## config.mk

```make
export PLATFORM = sky130hd
export DESIGN_NAME = sfn_flags
export DESIGN_NICKNAME = d
export VERILOG_FILES = /design/src/rtl/sfn_pkg.sv /design/src/rtl/sfn_flags.sv
export SDC_FILE = /design/constraint.sdc
export NUM_CORES = 1
export LEC_CHECK = 0
export BUFFER_PORTS_ARGS = -buffer_cell sky130_fd_sc_hd__buf_2
export CAP_MARGIN = 20
export CORE_UTILIZATION = 40
export DETAILED_ROUTE_END_ITERATION = 10
export HOLD_SLACK_MARGIN = 0.08
export MAX_ROUTING_LAYER = met4
export PLACE_DENSITY = 0.56
export SYNTH_ARGS = -nofsm -noshare
export SYNTH_HDL_FRONTEND = slang
export SYNTH_SLANG_ARGS = --single-unit
```

## constraint.sdc

```tcl
create_clock -name pclk -period 5.6 [get_ports pclk]
set_input_delay 0.28 -clock pclk [delete_from_list [all_inputs] [get_ports pclk]]
set_output_delay 0.28 -clock pclk [all_outputs]
set_load 0.03 [all_outputs]
```

## src/rtl/sfn_pkg.sv

```systemverilog
// Purpose: constants and types for the status flag block
// Assumes: 40 MHz pclk, APB register access
// Notes:   bit positions are those of the first status word
// How it works
// - negative flag follows result sign; cleared at reset.
// - 32-bit accumulator results use bit 31 as sign.
// - 16-bit results use bit 15 as sign.
// - result check op sets negative from accumulator sign.
// - add and subtract take negative from truncated result top bit.
// - compares take negative from the exact, unclipped difference.
// - exact sign applies to all compare, minimum and maximum ops.
// - zero flag at bit 4 set on zero result; reset clears.
// - result check op sets zero flag when accumulator is zero.
// - carry flag at bit 3 follows carry out of additions.
// - add with operand shifted by 16 may only set carry.
// - subtract and compare: borrow clears carry, else set.
// - subtract with operand shifted by 16 may only clear carry.
// - carry cleared by reset, force ops set or clear it.
// - add with carry sums both operands and carry, updates carry.
// - 32-bit left shift loads carry with bit 32-count; zero clears.
// - 16-bit left shift loads carry with bit 16-count; zero clears.
// - 16-bit right shift loads carry with bit count-1; zero clears.
// - conditional ops read carry without changing it.
// - overflow flag sticks until reset, a test of it or a status word write.
package sfn_pkg;

    // ----------------------------------------------------------
    // register map
    // ----------------------------------------------------------
    localparam logic [7:0] CTRL_OFS    = 8'h00;
    localparam logic [7:0] STATUS_OFS  = 8'h04;
    localparam int         CTRL_EN_BIT = 0;
    localparam logic       CTRL_EN_RST = 1'b1;

    // ----------------------------------------------------------
    // status word bit positions and reset values
    // ----------------------------------------------------------
    localparam int   C_BIT    = 3;
    localparam int   Z_BIT    = 4;
    localparam int   N_BIT    = 5;
    localparam int   V_BIT    = 6;
    localparam logic FLAG_RST = 1'b0;

    // ----------------------------------------------------------
    // widths
    // ----------------------------------------------------------
    localparam int DW   = 32;
    localparam int HW   = 16;
    localparam int CNTW = 5;

    // ----------------------------------------------------------
    // flag-affecting operations
    // ----------------------------------------------------------
    typedef enum logic [3:0] {
        OP_NOP    = 4'h0,
        OP_RESULT = 4'h1,
        OP_CHECK  = 4'h2,
        OP_ADD    = 4'h3,
        OP_ADDC   = 4'h4,
        OP_SUB    = 4'h5,
        OP_CMP    = 4'h6,
        OP_MIN    = 4'h7,
        OP_MAX    = 4'h8,
        OP_SHL    = 4'h9,
        OP_SHR    = 4'hA,
        OP_SETC   = 4'hB,
        OP_CLRC   = 4'hC,
        OP_COND   = 4'hD
    } sfn_op_t;

    // ----------------------------------------------------------
    // condition codes
    // ----------------------------------------------------------
    typedef enum logic [3:0] {
        CC_NEQ = 4'h0,
        CC_EQ  = 4'h1,
        CC_GT  = 4'h2,
        CC_GEQ = 4'h3,
        CC_LT  = 4'h4,
        CC_LEQ = 4'h5,
        CC_HI  = 4'h6,
        CC_HIS = 4'h7,
        CC_LO  = 4'h8,
        CC_LOS = 4'h9,
        CC_NOV = 4'hA,
        CC_OV  = 4'hB,
        CC_UNC = 4'hF
    } sfn_cc_t;

    // one request from the decoder
    typedef struct packed {
        logic            valid;
        sfn_op_t         op;
        logic            wide;
        logic            shift16;
        logic [CNTW-1:0] count;
        sfn_cc_t         cond;
        logic [DW-1:0]   a;
        logic [DW-1:0]   b;
    } sfn_req_t;

endpackage

```

## src/rtl/sfn_flags.sv

```systemverilog
// Purpose: negative, zero, carry and overflow flag update logic
// Assumes: one request per cycle from the decoder, same clock
// Notes:   flags and results settle at the edge taking the request
`timescale 1ns/1ps
module sfn_flags (
    input  wire logic              pclk,         // cpu clock
    input  wire logic              presetn,      // async reset, low
    input  wire logic              psel,         // apb select
    input  wire logic              penable,      // apb access phase
    input  wire logic              pwrite,       // apb direction
    input  wire logic [7:0]        paddr,        // apb byte address
    input  wire logic [31:0]       pwdata,       // apb write data
    output logic                   pready,       // apb ready
    output logic [31:0]            prdata,       // apb read data
    output logic                   pslverr,      // apb error
    input  wire sfn_pkg::sfn_req_t req,          // decoder request
    output logic                   neg_flag,     // negative flag
    output logic                   zero_flag,    // zero flag
    output logic                   carry_flag,   // carry flag
    output logic                   ovf_flag,     // overflow flag
    output logic [31:0]            result,       // op result
    output logic                   result_valid, // result strobe
    output logic                   cond_true     // condition outcome
);

    // ----------------------------------------------------------
    // state
    // ----------------------------------------------------------
    logic        n_q;
    logic        z_q;
    logic        c_q;
    logic        v_q;
    logic        n_d;
    logic        z_d;
    logic        c_d;
    logic        v_d;
    logic        en_q;
    logic [31:0] res_q;
    logic [31:0] res_d;
    logic        rv_q;
    logic        ct_q;
    logic        ct_d;
    logic        rdy_q;
    logic [31:0] rd_q;
    logic        err_q;

    // ----------------------------------------------------------
    // operand alignment
    // ----------------------------------------------------------
    logic [31:0] ax;
    logic [31:0] bx;
    logic [31:0] cin;
    logic [32:0] sum;
    logic [32:0] dif;
    logic [31:0] src;
    logic [32:0] shl;
    logic [32:0] shr;
    logic        take;
    logic        cmp_neg;
    logic        add_ovf;
    logic        sub_ovf;
    logic        v_tested;

    // narrow operands move to the top half so one adder serves both
    assign ax = req.wide ? req.a : {req.a[15:0], 16'h0000};
    assign bx = req.wide ? req.b : {req.b[15:0], 16'h0000};

    // carry-in lands at bit 0 or bit 16 to match alignment
    assign cin = (req.op != sfn_pkg::OP_ADDC) ? 32'h0000_0000 :
                 req.wide ? {31'h0000_0000, c_q} :
                 {15'h0000, c_q, 16'h0000};

    // sum includes carry for add-with-carry
    assign sum = {1'b0, ax} + {1'b0, bx} + {1'b0, cin};

    // difference; bit 32 marks a borrow
    assign dif = {1'b0, ax} - {1'b0, bx};

    // unaligned source for right shift
    assign src = req.wide ? req.a : {16'h0000, req.a[15:0]};

    // left shift keeps the last bit out at bit 32
    assign shl = {1'b0, ax} << req.count;

    // right shift keeps the last bit out at bit 0
    assign shr = {src, 1'b0} >> req.count;

    // exact sign of a-b: unlike signs decide on the minuend
    assign cmp_neg = (ax[31] ^ bx[31]) ? ax[31] : dif[31];

    // signed overflow of the clipped sum and difference
    assign add_ovf = (ax[31] == bx[31]) && (sum[31] != ax[31]);
    assign sub_ovf = (ax[31] != bx[31]) && (dif[31] != ax[31]);

    // request accepted only while updates are enabled
    assign take = req.valid && en_q;

    // conditions that look at overflow
    assign v_tested = (req.cond == sfn_pkg::CC_NOV) ||
                      (req.cond == sfn_pkg::CC_OV);

    // ----------------------------------------------------------
    // next flag values
    // ----------------------------------------------------------
    // default keeps every flag; each op touches only its own
    always_comb begin
        n_d   = n_q;
        z_d   = z_q;
        c_d   = c_q;
        v_d   = v_q;
        res_d = res_q;
        if (take) begin
            case (req.op)
                sfn_pkg::OP_RESULT: begin
                    n_d   = ax[31];
                    z_d   = (ax == 32'h0000_0000);
                    res_d = req.a;
                end
                sfn_pkg::OP_CHECK: begin
                    n_d   = req.a[31];
                    z_d   = (req.a == 32'h0000_0000);
                    res_d = req.a;
                end
                sfn_pkg::OP_ADD,
                sfn_pkg::OP_ADDC: begin
                    n_d = sum[31];
                    z_d = (sum[31:0] == 32'h0000_0000);
                    if (req.shift16 && (req.op == sfn_pkg::OP_ADD)) begin
                        c_d = c_q | sum[32];
                    end else begin
                        c_d = sum[32];
                    end
                    v_d   = v_q | add_ovf;
                    res_d = req.wide ? sum[31:0] :
                            {16'h0000, sum[31:16]};
                end
                sfn_pkg::OP_SUB: begin
                    n_d = dif[31];
                    z_d = (dif[31:0] == 32'h0000_0000);
                    if (req.shift16) begin
                        c_d = c_q & ~dif[32];
                    end else begin
                        c_d = ~dif[32];
                    end
                    v_d   = v_q | sub_ovf;
                    res_d = req.wide ? dif[31:0] :
                            {16'h0000, dif[31:16]};
                end
                sfn_pkg::OP_CMP: begin
                    n_d = cmp_neg;
                    z_d = (dif[31:0] == 32'h0000_0000);
                    c_d = ~dif[32];
                end
                sfn_pkg::OP_MIN: begin
                    n_d = cmp_neg;
                    z_d = (dif[31:0] == 32'h0000_0000);
                    c_d = ~dif[32];
                    v_d = v_q | cmp_neg;
                    res_d = cmp_neg ? req.a : req.b;
                end
                sfn_pkg::OP_MAX: begin
                    n_d = cmp_neg;
                    z_d = (dif[31:0] == 32'h0000_0000);
                    c_d = ~dif[32];
                    v_d = v_q | (~cmp_neg & (dif[31:0] != 32'h0000_0000));
                    res_d = cmp_neg ? req.b : req.a;
                end
                sfn_pkg::OP_SHL: begin
                    c_d = shl[32];
                    n_d = shl[31];
                    z_d = (shl[31:0] == 32'h0000_0000);
                    res_d = req.wide ? shl[31:0] :
                            {16'h0000, shl[31:16]};
                end
                sfn_pkg::OP_SHR: begin
                    c_d = shr[0];
                    n_d = req.wide ? shr[32] : shr[16];
                    z_d = (shr[32:1] == 32'h0000_0000);
                    res_d = shr[32:1];
                end
                sfn_pkg::OP_SETC: begin
                    c_d = 1'b1;
                end
                sfn_pkg::OP_CLRC: begin
                    c_d = 1'b0;
                end
                sfn_pkg::OP_COND: begin
                    // carry only read here, never written
                    c_d = c_q;
                    if (v_tested) begin
                        v_d = 1'b0;
                    end
                end
                default: begin
                    n_d = n_q;
                end
            endcase
        end
    end

    // ----------------------------------------------------------
    // condition test on the flags as they stand
    // ----------------------------------------------------------
    // flags from the previous op are already in the flops
    always_comb begin
        case (req.cond)
            sfn_pkg::CC_NEQ: ct_d = ~z_q;
            sfn_pkg::CC_EQ:  ct_d = z_q;
            sfn_pkg::CC_GT:  ct_d = ~z_q & ~n_q;
            sfn_pkg::CC_GEQ: ct_d = ~n_q;
            sfn_pkg::CC_LT:  ct_d = n_q;
            sfn_pkg::CC_LEQ: ct_d = z_q | n_q;
            sfn_pkg::CC_HI:  ct_d = c_q & ~z_q;
            sfn_pkg::CC_HIS: ct_d = c_q;
            sfn_pkg::CC_LO:  ct_d = ~c_q;
            sfn_pkg::CC_LOS: ct_d = ~c_q | z_q;
            sfn_pkg::CC_NOV: ct_d = ~v_q;
            sfn_pkg::CC_OV:  ct_d = v_q;
            sfn_pkg::CC_UNC: ct_d = 1'b1;
            default:         ct_d = 1'b0;
        endcase
    end

    // ----------------------------------------------------------
    // apb decode
    // ----------------------------------------------------------
    logic acc;
    logic hit_ctrl;
    logic hit_stat;
    logic wr_ctrl;
    logic wr_stat;

    // access phase, answered one cycle later
    assign acc      = psel && penable && !rdy_q;
    assign hit_ctrl = (paddr == sfn_pkg::CTRL_OFS);
    assign hit_stat = (paddr == sfn_pkg::STATUS_OFS);
    assign wr_ctrl  = acc && pwrite && hit_ctrl;
    assign wr_stat  = acc && pwrite && hit_stat;

    // ----------------------------------------------------------
    // flag registers
    // ----------------------------------------------------------
    // an op update wins over a software write in the same cycle
    always_ff @(posedge pclk or negedge presetn) begin
        if (!presetn) begin
            n_q <= sfn_pkg::FLAG_RST;
            z_q <= sfn_pkg::FLAG_RST;
            c_q <= sfn_pkg::FLAG_RST;
            v_q <= sfn_pkg::FLAG_RST;
        end else if (take && (req.op != sfn_pkg::OP_NOP)) begin
            n_q <= n_d;
            z_q <= z_d;
            c_q <= c_d;
            v_q <= v_d;
        end else if (wr_stat) begin
            n_q <= pwdata[sfn_pkg::N_BIT];
            z_q <= pwdata[sfn_pkg::Z_BIT];
            c_q <= pwdata[sfn_pkg::C_BIT];
            v_q <= pwdata[sfn_pkg::V_BIT];
        end
    end

    // ----------------------------------------------------------
    // result and condition outputs
    // ----------------------------------------------------------
    // result stands until the next accepted op that writes one; compare, carry and condition ops leave it
    always_ff @(posedge pclk or negedge presetn) begin
        if (!presetn) begin
            res_q <= 32'h0000_0000;
            rv_q  <= 1'b0;
        end else begin
            res_q <= res_d;
            rv_q  <= take && (req.op != sfn_pkg::OP_NOP) &&
                     (req.op != sfn_pkg::OP_COND);
        end
    end

    // condition outcome stands until the next accepted test
    always_ff @(posedge pclk or negedge presetn) begin
        if (!presetn) begin
            ct_q <= 1'b0;
        end else if (take && (req.op == sfn_pkg::OP_COND)) begin
            ct_q <= ct_d;
        end
    end

    // ----------------------------------------------------------
    // control register
    // ----------------------------------------------------------
    // enable gates every flag update from the decoder
    always_ff @(posedge pclk or negedge presetn) begin
        if (!presetn) begin
            en_q <= sfn_pkg::CTRL_EN_RST;
        end else if (wr_ctrl) begin
            en_q <= pwdata[sfn_pkg::CTRL_EN_BIT];
        end
    end

    // ----------------------------------------------------------
    // apb answer
    // ----------------------------------------------------------
    // one wait state; unmapped addresses answer with an error
    always_ff @(posedge pclk or negedge presetn) begin
        if (!presetn) begin
            rdy_q <= 1'b0;
            rd_q  <= 32'h0000_0000;
            err_q <= 1'b0;
        end else begin
            rdy_q <= acc;
            err_q <= acc && !hit_ctrl && !hit_stat;
            rd_q  <= 32'h0000_0000;
            if (acc && !pwrite && hit_ctrl) begin
                rd_q[sfn_pkg::CTRL_EN_BIT] <= en_q;
            end
            if (acc && !pwrite && hit_stat) begin
                rd_q[sfn_pkg::N_BIT] <= n_q;
                rd_q[sfn_pkg::Z_BIT] <= z_q;
                rd_q[sfn_pkg::C_BIT] <= c_q;
                rd_q[sfn_pkg::V_BIT] <= v_q;
            end
        end
    end

    // ----------------------------------------------------------
    // outputs
    // ----------------------------------------------------------
    assign pready       = rdy_q;
    assign prdata       = rd_q;
    assign pslverr      = err_q;
    assign neg_flag     = n_q;
    assign zero_flag    = z_q;
    assign carry_flag   = c_q;
    assign ovf_flag     = v_q;
    assign result       = res_q;
    assign result_valid = rv_q;
    assign cond_true    = ct_q;

endmodule

```

==> results.cfg <==
[synthesis]
yosysMostFrequentCell = nand2_1
synth.top_cells.by_count = nand2_1, nor2_1, o21ai_0, a21oi_1, clkbuf_1
synthFlopType = dfrtp_1
synthCells = 1870
yosysWarnings = 0
ys_types = 90
yosysTopAreaCell = ha_1
synth.avg_cell_area_sq_um = 7.295
yosys-top-cells-area = ha_1, dfrtp_1, a221oi_1
async_flop_share_pct = 100.0
yosysSeqAreaShare_pct = 8.447
netlist_area_sq_mm = 0.01364
synth-edff-count = 0
synth_top_cell_area_share_pct = 8.621
ys_ff_latch = 46

[sta]
hold_viol = 0
slew_headroom_pct = 27.39
worst_clock_skew_ns = 0.01067
worst_pin_slew_ns = 1.062
tns_ns = 0
fin_crit_sh_pct = 94.82
slew_violations = 0
finalSetupViolCount = 0
clock.fmax_ghz = 0.1883
rsz0062_at_grt = false
fin_crit_ns = 5.310

[route]
drtAntennaViolNets = 0
drc = 0
vias = 17220
viasPerCell = 6.873
wire_per_inst_um = 30.49
wl_um = 76380
first_pass_iters = 6
drt_iter0_markers = 2293

[final_layout]
layout-drive-gt1-share_pct = 22.49
area_growth_pct = 16.33
layout.nets = 2268
fin_area_sq_mm = 0.01587
instances_no_fill = 2505
fin_util_pct = 47.33
nFillCells = 3509

[clock_tree]
root_buffer = clkbuf_16
cts.sinks = 46
clock_path_buffers = 2
cts_tree = built
cts_htree_levels = 2
path_clk_slew_ns = 0.08
cts-buffers-inserted = 5
clk_latency_ns = 0.30

[worst_hold_path]
min_to = prdata[4]
min_from = pwrite
hold_path.class = in -> reg
hold_path_depth = 2

[worst_setup_path]
rr_worst_depth = 15
max_stage_delay_ns = 0.50
slowest_stage = or4_1
cp.required_ns = 5.79
reg2reg_slack_ns = 0.61
cp_common_cell = nand4_1
critPathLaunchType = primary input
worstPathMaxFanout = 29
reg2reg_from = carry_flag
critical_path_class = in -> reg
worstSetupEndpointType = register
worstPathArrival_ns = 5.50
reg2reg_to = result[10]
cp_cell_sequence = buf_6, buf_4, and2_1, ha_1, nand4_1, or4_1, a31oi_2, nor3_2, o31a_1, nor2_1, o21ai_1, a21oi_1, o21ai_1, nand2b_1, fa_1, nor4b_2, nand3_1, nor4bb_1, nand4_1, nor4_2, nand4_1, nor3b_2, o211ai_1, mux2_2

[die]
die_area_sq_mm = 0.03485
ios = 197
rows = 67
fp.dieW_um = 186.7
core-area_sq_mm = 0.03353
die_h_um = 186.7
initial_utilization_pct = 40.68

[placement]
gp_congestion = 1.101
dp_cells = 2482
io_buffers = 142
dp_hpwl_um = 61350
place_area_sq_mm = 0.01563

[global_route]
grt.overflow.total = 0
antenna_found_initial = 9
grt_max_degree = 66
grt_util_all_layers_pct = 43.64
grt_pass1_vias = 15850
grt_pass1_wl_um = 110300

[pwr]
p_leak_nw = 6.951
ir_drop_mv = 0.1658
powerDensity_mw_per_mm2 = 173.3

[flow_run]
cap_violations = 0

[status]
outcome = finished, final reports clean
## cells in the final DEF (no fill, tap or decap), drive strengths merged, types with 33 or more instances in the layout
cell type / n
a21oi: 118
a221oi: 88
and2: 33
buf: 331
dfrtp: 45
ha: 94
inv: 87
mux2: 51
mux2i: 74
mux4: 36
nand2: 172
nand3: 44
nor2: 150
nor3: 36
nor4: 36
o21ai: 123
xnor2: 46
## sequential cells by signal, indices dropped and copies added (netlist names)
register	cells
carry_flag	1
pslverr	1
result_valid	1
cond_true	1
en_q	1
neg_flag	1
ovf_flag	1
prdata	5
result	32
pready	1
zero_flag	1
## critical path: cells and delay by family
| family | cells | cell delay, ns |
|---|---|---|
| AO/OA/AOI/OAI | 6 | 0.99 |
| adder cells (fa/ha/maj) | 2 | 0.80 |
| buffers and inverters | 2 | 0.37 |
| multiplexers | 1 | 0.27 |
| AND/OR/NAND/NOR | 13 | 2.76 |
## per-layer routing
layer  GRT usage [%]  up-vias  wire length (um)
met2           65.64     1196             33440
met4           23.83        0              4740
met5               -        -                 0
li1                -     7458                 -
met3           9.930      251              8028
met1           53.94     8313             30170
## cell families (layout without fill, tap and decap cells)
kind of cell | Yosys count | after routing | synth area share, %
AO/OA/AOI/OAI | 629 | 629 | 31.95
AND/OR/NAND/NOR | 596 | 596 | 21.32
buffers and inverters | 277 | 426 | 9.098
multiplexers | 161 | 161 | 15.89
adder cells (fa/ha/maj) | 99 | 99 | 9.355
XOR/XNOR | 61 | 61 | 3.916
flip-flops | 46 | 46 | 8.447
other | 1 | 39 | 0.02749
## timing repair
item                                   CTS  global route
gates resized for setup                  0             3
buffers inserted                         0             0
endpoints found under the hold margin    0             7
setup endpoints to repair                0             2
hold buffers                             0             1
## power by group
part	leakage [nW]	switching, mW	total [mW]	internal [mW]
registers	0.626	0.0179	0.373	0.355
clock network	0.0665	0.142	0.309	0.167
logic	6.26	1.34	2.07	0.729
total	6.95	1.50	2.75	1.25
## area by class of cell
cell class              count  area (sq um)  share of cell area [%]
clock buffers               5         125.1                  0.7884
multi-input cells        1573         11490                   72.38
well taps                 448         560.5                   3.532
inverters                  86         322.8                   2.034
clock inverters             3         23.77                  0.1498
repair buffers            332          2168                   13.66
diodes                     12         30.03                  0.1892
flip-flops and latches     46          1152                   7.261
## through the flow
stage	setup WS (ns)	hold WS (ns)	total power [mW]
after floorplan	-0.07915	-0.01559	1.606
after global placement	-0.08947	0.4563	2.360
after detailed placement	-0.1886	0.4558	2.357
after CTS	0.1084	0.1932	2.669
after global routing	0.04609	0.1982	2.856
final	0.2900	0.2084	2.751
## worst max-delay path by stage
stage	start	end	cells after the start
4_1_cts	req[74]	ovf_flag	24
6_report	req[74]	ovf_flag	24
3_3_place_gp	req[74]	ovf_flag	25
3_5_place_dp	req[74]	ovf_flag	24
5_1_grt	req[74]	ovf_flag	26
2_1_floorplan	req[74]	ovf_flag	31
Note: power is estimated with default switching activity, not from simulation.
